$ cat config.mk
export PLATFORM = sky130hd
export DESIGN_NAME = slp_sequencer
export DESIGN_NICKNAME = d
export VERILOG_FILES = /design/src/inc/slp_pkg.sv /design/src/rtl/slp_sequencer.sv
export SDC_FILE = /design/constraint.sdc
export NUM_CORES = 1
export LEC_CHECK = 0
export BUFFER_PORTS_ARGS = -buffer_cell sky130_fd_sc_hd__buf_2
export CAP_MARGIN = 5
export CORE_AREA = 5 5 191 101
export DETAILED_ROUTE_END_ITERATION = 7
export DIE_AREA = 0 0 196 106
export PLACE_DENSITY = 0.5
export REMOVE_ABC_BUFFERS = 1
export SLEW_MARGIN = 15
export SYNTH_ARGS = -nofsm -noshare
export SYNTH_HDL_FRONTEND = slang
export SYNTH_SLANG_ARGS = --single-unit
$ cat constraint.sdc
create_clock -name clk -period 3.2 [get_ports clk]
set_input_delay 0.64 -clock clk [delete_from_list [all_inputs] [get_ports clk]]
set_output_delay 0.64 -clock clk [all_outputs]
set_load 0.02 [all_outputs]
$ cat src/inc/slp_pkg.sv
/*
 Constants, types and timing counts for the switch, lamp and shutdown sequencer.
 Assumes a 125 MHz system clock and a single synchronous reset.
*/
package slp_pkg;
   // Register offsets, byte addresses on the command port
   localparam logic [7:0] CMD_OFS = 8'h00;
   localparam logic [7:0] STAT_OFS = 8'h04;
   localparam logic [7:0] FLAG_OFS = 8'h08;
   localparam logic [7:0] MASK_OFS = 8'h0C;
   // Command word fields
   localparam int CMD_OP_LSB = 0;
   localparam int CMD_COLOR_BIT = 4;
   localparam logic [3:0] OP_LAMP_ON = 4'h1;
   localparam logic [3:0] OP_LAMP_OFF = 4'h2;
   localparam logic [3:0] OP_ARM = 4'h3;
   localparam logic [3:0] OP_DISARM = 4'h4;
   localparam logic [3:0] OP_BTN_IRQ_EN = 4'h5;
   localparam logic [3:0] OP_BTN_IRQ_DIS = 4'h6;
   localparam logic [3:0] OP_GIRQ_EN = 4'h7;
   localparam logic [3:0] OP_GIRQ_DIS_CLR = 4'h8;
   localparam logic COLOR_RED = 1'b0;
   localparam logic COLOR_GREEN = 1'b1;
   // Status register bits
   localparam int STAT_LEVEL = 0;
   localparam int STAT_ARMED = 1;
   localparam int STAT_BUSY = 2;
   localparam int STAT_OFF = 3;
   localparam int STAT_RED = 4;
   localparam int STAT_GREEN = 5;
   localparam int STAT_GIE = 6;
   localparam int STAT_SHUT_PIN = 7;
   localparam int STAT_IRQ_PIN = 8;
   // Interrupt flag word
   localparam int FLAG_W = 16;
   localparam int FLAG_BTN_BIT = 8;
   localparam logic [FLAG_W-1:0] FLAG_RST = 16'h0000;
   localparam logic [FLAG_W-1:0] MASK_RST = 16'h0000;
   // Timing
   localparam longint unsigned CLK_KHZ = 125000;
   localparam longint unsigned DEBOUNCE_MS = 10;
   localparam longint unsigned HOLD_MS = 5000;
   localparam longint unsigned SETTLE_MS = 15000;
   localparam longint unsigned DEBOUNCE_CYC = DEBOUNCE_MS * CLK_KHZ;
   localparam longint unsigned HOLD_CYC = HOLD_MS * CLK_KHZ;
   localparam longint unsigned SETTLE_CYC = SETTLE_MS * CLK_KHZ;

   typedef enum logic [1:0] {
      ST_IDLE = 2'b00,
      ST_HOLD = 2'b01,
      ST_SETTLE = 2'b10,
      ST_OFF = 2'b11
   } slp_state_type;

   typedef struct packed {
      logic green;
      logic red;
   } slp_lamp_type;

   localparam slp_lamp_type LAMP_RST = '{green: 1'b1, red: 1'b0};
endpackage

$ cat src/rtl/slp_sequencer.sv
/*
 Switch, bicolor lamp and graceful shutdown sequencer with its command registers.
 Assumes synchronous inputs, an external nonvolatile store for the arm bit, and
 open-drain host lines resolved outside from the output enables.
*/
`timescale 1ns/100ps
module slp_sequencer #(
   parameter logic [31:0] DEBOUNCE_CYC = 32'(slp_pkg::DEBOUNCE_CYC),
   parameter logic [31:0] HOLD_CYC = 32'(slp_pkg::HOLD_CYC),
   parameter logic [31:0] SETTLE_CYC = 32'(slp_pkg::SETTLE_CYC)
) (
   input wire logic clk,
   input wire logic srst,
   input wire logic [2:0] boardAddrStrap,
   input wire logic buttonIn,
   input wire logic [2:0] busBoard,
   input wire logic [7:0] busAddr,
   input wire logic [31:0] busWdata,
   input wire logic busWr,
   input wire logic busRd,
   output logic [31:0] busRdata,
   input wire logic nvArmIn,
   output logic nvWrite,
   output logic nvData,
   output slp_pkg::slp_lamp_type lamp,
   input wire logic shutReqIn,
   output logic shutReqOut,
   output logic shutReqOe,
   input wire logic altShutIn,
   output logic altShutOut,
   output logic altShutOe,
   input wire logic hostIrqIn,
   output logic hostIrqOut,
   output logic hostIrqOe
);
   slp_pkg::slp_state_type state_r, state_nxt;
   slp_pkg::slp_lamp_type lamp_r, lamp_nxt;
   logic initDone_r, initDone_nxt;
   logic [2:0] boardId_r, boardId_nxt;
   logic armed_r, armed_nxt;
   logic btnLevel_r, btnLevel_nxt;
   logic [31:0] debCnt_r, debCnt_nxt;
   logic [31:0] seqCnt_r, seqCnt_nxt;
   logic shutOe_r, shutOe_nxt;
   logic irqOe_r, irqOe_nxt;
   logic gie_r, gie_nxt;
   logic [slp_pkg::FLAG_W-1:0] flags_r, flags_nxt;
   logic [slp_pkg::FLAG_W-1:0] mask_r, mask_nxt;
   logic [31:0] rdata_r, rdata_nxt;
   logic nvWrite_r, nvWrite_nxt;
   logic nvData_r, nvData_nxt;
   logic lineLow_r;

   // True when an access targets this board at the given offset
   function automatic logic hit(input logic [2:0] brd, input logic [2:0] own,
                                input logic [7:0] addr, input logic [7:0] ofs);
      hit = (brd == own) && (addr == ofs);
   endfunction

   // True while the shutdown sequence is holding or settling
   function automatic logic seqBusy(input slp_pkg::slp_state_type st);
      seqBusy = (st == slp_pkg::ST_HOLD) || (st == slp_pkg::ST_SETTLE);
   endfunction

   always_comb begin
      logic press;
      logic [slp_pkg::FLAG_W-1:0] setBits;
      logic [slp_pkg::FLAG_W-1:0] clrBits;
      logic [3:0] op;
      logic color;
      logic wrOk;
      logic rdOk;
      press = 1'b0;
      setBits = '0;
      clrBits = '0;
      op = busWdata[slp_pkg::CMD_OP_LSB +: 4];
      color = busWdata[slp_pkg::CMD_COLOR_BIT];
      wrOk = busWr && initDone_r;
      rdOk = busRd && initDone_r;
      state_nxt = state_r;
      lamp_nxt = lamp_r;
      initDone_nxt = initDone_r;
      boardId_nxt = boardId_r;
      armed_nxt = armed_r;
      btnLevel_nxt = btnLevel_r;
      debCnt_nxt = debCnt_r;
      seqCnt_nxt = seqCnt_r;
      shutOe_nxt = shutOe_r;
      gie_nxt = gie_r;
      mask_nxt = mask_r;
      rdata_nxt = 32'h00000000;
      nvWrite_nxt = 1'b0;
      nvData_nxt = nvData_r;

      // Strap and stored arm bit captured once after reset release
      if (!initDone_r) begin
         initDone_nxt = 1'b1;
         boardId_nxt = boardAddrStrap;
         armed_nxt = nvArmIn;
      end

      // Debounce: a new level must hold for the full interval
      if (buttonIn == btnLevel_r) begin
         debCnt_nxt = 32'h00000000;
      end else if (debCnt_r >= DEBOUNCE_CYC - 32'h00000001) begin
         btnLevel_nxt = buttonIn;
         debCnt_nxt = 32'h00000000;
         press = btnLevel_r && !buttonIn;
      end else begin
         debCnt_nxt = debCnt_r + 32'h00000001;
      end

      // Command register
      if (wrOk && hit(busBoard, boardId_r, busAddr, slp_pkg::CMD_OFS)) begin
         unique case (op)
            slp_pkg::OP_LAMP_ON: begin
               if (color == slp_pkg::COLOR_GREEN) begin
                  lamp_nxt.green = 1'b1;
               end else begin
                  lamp_nxt.red = 1'b1;
               end
            end
            slp_pkg::OP_LAMP_OFF: begin
               if (color == slp_pkg::COLOR_GREEN) begin
                  lamp_nxt.green = 1'b0;
               end else begin
                  lamp_nxt.red = 1'b0;
               end
            end
            slp_pkg::OP_ARM: begin
               armed_nxt = 1'b1;
               nvWrite_nxt = 1'b1;
               nvData_nxt = 1'b1;
            end
            slp_pkg::OP_DISARM: begin
               armed_nxt = 1'b0;
               nvWrite_nxt = 1'b1;
               nvData_nxt = 1'b0;
            end
            slp_pkg::OP_BTN_IRQ_EN: begin
               mask_nxt[slp_pkg::FLAG_BTN_BIT] = 1'b1;
            end
            slp_pkg::OP_BTN_IRQ_DIS: begin
               mask_nxt[slp_pkg::FLAG_BTN_BIT] = 1'b0;
            end
            slp_pkg::OP_GIRQ_EN: begin
               gie_nxt = 1'b1;
            end
            slp_pkg::OP_GIRQ_DIS_CLR: begin
               gie_nxt = 1'b0;
               clrBits = '1;
            end
            default: ;
         endcase
      end
      if (wrOk && hit(busBoard, boardId_r, busAddr, slp_pkg::MASK_OFS)) begin
         mask_nxt = busWdata[slp_pkg::FLAG_W-1:0];
      end
      if (wrOk && hit(busBoard, boardId_r, busAddr, slp_pkg::FLAG_OFS)) begin
         clrBits = clrBits | busWdata[slp_pkg::FLAG_W-1:0];
      end

      // Register reads; other addresses and other boards read zero
      if (rdOk && hit(busBoard, boardId_r, busAddr, slp_pkg::STAT_OFS)) begin
         rdata_nxt[slp_pkg::STAT_LEVEL] = btnLevel_r;
         rdata_nxt[slp_pkg::STAT_ARMED] = armed_r;
         rdata_nxt[slp_pkg::STAT_BUSY] = seqBusy(state_r);
         rdata_nxt[slp_pkg::STAT_OFF] = (state_r == slp_pkg::ST_OFF);
         rdata_nxt[slp_pkg::STAT_RED] = lamp_r.red;
         rdata_nxt[slp_pkg::STAT_GREEN] = lamp_r.green;
         rdata_nxt[slp_pkg::STAT_GIE] = gie_r;
         rdata_nxt[slp_pkg::STAT_SHUT_PIN] = shutReqIn;
         rdata_nxt[slp_pkg::STAT_IRQ_PIN] = hostIrqIn;
      end
      if (rdOk && hit(busBoard, boardId_r, busAddr, slp_pkg::MASK_OFS)) begin
         rdata_nxt[slp_pkg::FLAG_W-1:0] = mask_r;
      end
      if (rdOk && hit(busBoard, boardId_r, busAddr, slp_pkg::FLAG_OFS)) begin
         rdata_nxt[slp_pkg::FLAG_W-1:0] = flags_r;
         clrBits = '1;
      end

      // Shutdown sequence; runs after the bus so it owns the lamp on its steps
      unique case (state_r)
         slp_pkg::ST_IDLE: begin
            if (press && armed_r) begin
               state_nxt = slp_pkg::ST_HOLD;
               seqCnt_nxt = 32'h00000000;
               shutOe_nxt = 1'b1;
               lamp_nxt.red = 1'b1;
               lamp_nxt.green = 1'b1;
            end
         end
         slp_pkg::ST_HOLD: begin
            // Presses are not looked at until the sequence ends
            if (seqCnt_r >= HOLD_CYC - 32'h00000001) begin
               state_nxt = slp_pkg::ST_SETTLE;
               seqCnt_nxt = 32'h00000000;
               shutOe_nxt = 1'b0;
            end else begin
               seqCnt_nxt = seqCnt_r + 32'h00000001;
            end
         end
         slp_pkg::ST_SETTLE: begin
            if (seqCnt_r >= SETTLE_CYC - 32'h00000001) begin
               state_nxt = slp_pkg::ST_OFF;
               seqCnt_nxt = 32'h00000000;
               lamp_nxt.green = 1'b0;
               lamp_nxt.red = 1'b1;
            end else begin
               seqCnt_nxt = seqCnt_r + 32'h00000001;
            end
         end
         slp_pkg::ST_OFF: begin
            if (press) begin
               state_nxt = slp_pkg::ST_IDLE;
               lamp_nxt.green = 1'b1;
               lamp_nxt.red = 1'b0;
            end
         end
      endcase

      // Flags: a press sets only when its enable is on; set wins over clear
      if (press && mask_r[slp_pkg::FLAG_BTN_BIT]) begin
         setBits[slp_pkg::FLAG_BTN_BIT] = 1'b1;
      end
      flags_nxt = (flags_r & ~clrBits) | setBits;
      irqOe_nxt = gie_nxt && |(flags_nxt & mask_nxt);
   end

   // Registers only; every next value except lineLow_r comes from the process above
   always_ff @(posedge clk) begin
      if (srst) begin
         state_r <= slp_pkg::ST_IDLE;
         lamp_r <= slp_pkg::LAMP_RST;
         initDone_r <= 1'b0;
         boardId_r <= 3'h0;
         armed_r <= 1'b0;
         btnLevel_r <= 1'b1;
         debCnt_r <= 32'h00000000;
         seqCnt_r <= 32'h00000000;
         shutOe_r <= 1'b0;
         irqOe_r <= 1'b0;
         gie_r <= 1'b0;
         flags_r <= slp_pkg::FLAG_RST;
         mask_r <= slp_pkg::MASK_RST;
         rdata_r <= 32'h00000000;
         nvWrite_r <= 1'b0;
         nvData_r <= 1'b0;
         lineLow_r <= 1'b0;
      end else begin
         state_r <= state_nxt;
         lamp_r <= lamp_nxt;
         initDone_r <= initDone_nxt;
         boardId_r <= boardId_nxt;
         armed_r <= armed_nxt;
         btnLevel_r <= btnLevel_nxt;
         debCnt_r <= debCnt_nxt;
         seqCnt_r <= seqCnt_nxt;
         shutOe_r <= shutOe_nxt;
         irqOe_r <= irqOe_nxt;
         gie_r <= gie_nxt;
         flags_r <= flags_nxt;
         mask_r <= mask_nxt;
         rdata_r <= rdata_nxt;
         nvWrite_r <= nvWrite_nxt;
         nvData_r <= nvData_nxt;
         lineLow_r <= 1'b0;
      end
   end

   // Outputs straight from their flops
   assign busRdata = rdata_r;
   assign nvWrite = nvWrite_r;
   assign nvData = nvData_r;
   assign lamp = lamp_r;
   assign shutReqOut = lineLow_r;
   assign shutReqOe = shutOe_r;
   assign altShutOut = lineLow_r;
   assign altShutOe = shutOe_r;
   assign hostIrqOut = lineLow_r;
   assign hostIrqOe = irqOe_r;
endmodule

==> results.cfg <==
[sta]
rsz0062_at_grt = no
min_period_over_period_pct = 85.18
setup_slack_ns = 0.4741
finalCriticalPeriod_ns = 2.726
hold_viol_final = 0
tns_ns = 0
fmax_mhz = 366.9
fin_hold_ws_ns = 0.4535
setup_viol = 0
maxSlewHeadroom_pct = 38.02
worst_clock_skew_ns = 0.01287
drv_slew = 0
worst_slew_pin_slew_ns = 0.9297

[clock_network]
postCtsHoldBufs = 0
clk_pin_slew_worst_paths_ns = 0.06
clockRootBuffer = clkbuf_16
clock_path_buffers = 2
cts_setup_buffers = 0
clock_latency_ns = 0.42
clock_sinks = 127
cts_tree = done
cts_htree_levels = 4
post_cts_resized = 0
numCtsBuffers = 17

[floorplan]
start_util_pct = 33.64
dieArea_mm2 = 0.02078
ios = 97
die_w_um = 196
die_h_um = 106
core-area_mm2 = 0.01769
rows = 35

[yosys]
synthArstFlopShare_pct = 0
yosysSeqAreaShare_pct = 42.72
postSynthCellCount = 671
ys.flop_type = dfxtp_1
yosys_warnings = 0
synth_seq_cells = 127
syn_area_mm2 = 0.005951
synth_edf_count = 0
synth.distinct_cells = 70
avgSynthCellArea_um2 = 8.868

[setup_path]
crit_start = initDone_r$_DFF_P_
timing.reg2reg.setup_slack_ns = 0.47
crit_type = reg -> reg
crit_family = simple AND/OR/NAND/NOR gates
worstReg2RegEnd = hostIrqOe$_SDFF_PP0_
crit_cells = 7
crit_buf_inv = 1
critical_path.max_fanout = 6
crit_path_top_delay_cell = dfxtp_1
required_ns = 3.51
critical_path.cell_chain = and4_1 -> and3_1 -> mux2_2 -> a2111oi_0 -> buf_4 -> nand4_1 -> a31o_1
reg2reg_from = initDone_r$_DFF_P_
cp.arrival_ns = 3.03
endpoint = hostIrqOe$_SDFF_PP0_
slowest_delay_ns = 0.50
start_kind = register
rr_worst_depth = 7
end_kind = register

[route]
drtPass1Iterations = 5
drc = 0
drt-total-wl_um = 16690
ant_nets = 0
post_drt_wl_per_cell_um = 16.60
drtIter0Drc = 390
post_drt_via_cell_ratio = 5.078
vias = 5103

[global_routing]
grt_pass1_vias = 4940
antenna_found_initial = 0
track_usage_pct = 16.07
globalRouteOverflowTotal = 0
grt_first_pass_wirelength_um = 26500
grt_max_degree = 39

[pwr]
p_comb_share_pct = 8.9
totalPowerFinal_mw = 4.369
switching_share_pct = 23.71
internal-power_mw = 3.334
clockPowerShare_pct = 53.3
leakagePower_nw = 2.850
power_density_mw_per_mm2 = 601.5
switching_power_mw = 1.036
power_frac_seq_pct = 37.8
ir_drop_mv = 0.4272

[placement]
dp_cells = 973
gp_congestion = 0.8403
place_area_mm2 = 0.006555
dp_worst_setup_slack_ns = 0.1522
place_hpwl_um = 12310
port_buffers = 60

[cells_and_area]
final_core_util_pct = 41.06
diodes = 0
finalNonFillerCells = 1005
num-nets-final = 814
drive_above_1_share_pct = 19.08
final_area_mm2 = 0.007264
syn2layout_area_growth_pct = 22.08

[worst_hold_path]
hold_path.class = reg -> reg

[status]
status = finished clean

[job]
cap_violations = 0
[worst reg2reg max path: stages (launching register included)]
cell	delay [ns]
dfxtp_1	0.50
and4_1	0.38
and3_1	0.29
mux2_2	0.36
a2111oi_0	0.50
buf_4	0.23
nand4_1	0.11
a31o_1	0.26
[power by group through the flow]
stage               clock [mW]  combinational [mW]  sequential (mW)
CTS                       2.38               0.383             1.65
floorplan                    0               0.223             1.69
global placement             0               0.377             1.68
finish                    2.33               0.388             1.65
global route              2.44               0.429             1.66
detailed placement           0               0.381             1.69
[registers in the layout, indices dropped and copies added, names as in the netlist]
register / flops
gie_r: 1
hostIrqOe: 1
debCnt_r: 32
initDone_r: 1
flags_r: 16
altShutOe: 1
lamp: 2
mask_r: 16
nvWrite: 1
state_r: 2
nvData: 1
seqCnt_r: 32
armed_r: 1
boardId_r: 3
btnLevel_r: 1
busRdata: 16
[cell families after synthesis]
kind of cell / Yosys count / synth area share [%]
mux: 17 / 3.154
compound gates: 128 / 15.73
other cells: 1 / 0.06302
fa+ha+maj: 7 / 1.472
buf+inv: 72 / 6.182
simple gates: 273 / 23.91
xor+xnor: 46 / 6.770
flops: 127 / 42.73
[layer usage]
metal	track usage (%)	up-vias	share of wire [%]
met2	20.64	120	38
li1	-	2530	-
met5	0	-	0
met3	5.003	12	6.1
met4	4.034	0	0.77
met1	25.23	2441	55
[layout by cell type, fill, tap and decap left out, types with 4 or more instances in the layout]
| cell | instances |
|---|---|
| a21o_1 | 4 |
| buf_4 | 24 |
| a32oi_1 | 7 |
| conb_1 | 30 |
| a221oi_1 | 14 |
| nand2_1 | 41 |
| o21ai_0 | 22 |
| a21boi_0 | 8 |
| a22oi_1 | 12 |
| bufinv_16 | 7 |
| nor2_1 | 88 |
| nand4_1 | 22 |
| inv_1 | 20 |
| nor3_1 | 6 |
| a21oi_1 | 20 |
| xor2_1 | 29 |
| or3_1 | 6 |
| buf_2 | 60 |
| dfxtp_1 | 127 |
| nor4_1 | 6 |
| nand3_1 | 28 |
| mux2_2 | 14 |
| xnor2_1 | 17 |
| a31oi_1 | 6 |
| ha_1 | 7 |
| and2_1 | 14 |
| and3_1 | 38 |
| clkbuf_16 | 17 |
[how the worst min path moves through the flow]
| stage | start | end | slack (ns) | cells past startpoint |
|---|---|---|---|---|
| CTS | boardAddrStrap[1] | boardId_r[1]$_SDFFE_PP0N_ | 0.45 | 3 |
| detailed placement | debCnt_r[0]$_SDFF_PP0_ | debCnt_r[0]$_SDFF_PP0_ | 0.45 | 1 |
| global route | boardAddrStrap[1] | boardId_r[1]$_SDFFE_PP0N_ | 0.49 | 3 |
| global placement | debCnt_r[0]$_SDFF_PP0_ | debCnt_r[0]$_SDFF_PP0_ | 0.44 | 1 |
| finish | debCnt_r[0]$_SDFF_PP0_ | debCnt_r[0]$_SDFF_PP0_ | 0.45 | 1 |
| floorplan | debCnt_r[0]$_SDFF_PP0_ | debCnt_r[0]$_SDFF_PP0_ | 0.43 | 1 |
[area by class of cell]
cell class / instances / area [um^2]
fillers: 1770 / 10430
multi-input cells: 501 / 3153
flip-flops and latches: 127 / 2542
repair buffers: 84 / 480.5
clock buffers: 19 / 452.9
well taps: 240 / 300.3
clock inverters: 13 / 256.5
inverters: 21 / 78.83
[cell usage after synthesis, drive strengths merged (3+ instances only)]
| cell | count | area (um^2) |
|---|---|---|
| o211ai | 3 | 36.28 |
| a221oi | 14 | 122.6 |
| mux2 | 14 | 157.7 |
| and2 | 14 | 87.58 |
| o21ai | 25 | 125.1 |
| inv | 20 | 75.07 |
| nand3 | 28 | 140.1 |
| dfxtp | 127 | 2542 |
| xor2 | 29 | 254.0 |
| a2111oi | 3 | 27.53 |
| a31oi | 6 | 37.54 |
| a22oi | 12 | 90.09 |
| nand2b | 3 | 18.77 |
| a211oi | 3 | 35.03 |
| nand4b | 3 | 41.29 |
| and4 | 3 | 26.28 |
| nor2 | 88 | 330.3 |
| nor4b | 3 | 26.28 |
| a32oi | 7 | 61.31 |
| a21oi | 22 | 125.1 |
| xnor2 | 17 | 148.9 |
| buf | 31 | 214.0 |
| nor3 | 9 | 60.06 |
| ha | 7 | 87.58 |
| clkbuf | 20 | 75.07 |
| a21o | 4 | 30.03 |
| nand2 | 42 | 160.2 |
| a21boi | 8 | 60.06 |
| nand4 | 22 | 137.6 |
| or3 | 6 | 37.54 |
| nor4 | 8 | 62.56 |
| mux2i | 3 | 30.03 |
| and3 | 39 | 249.0 |
Power figures use the tool's default switching activity.
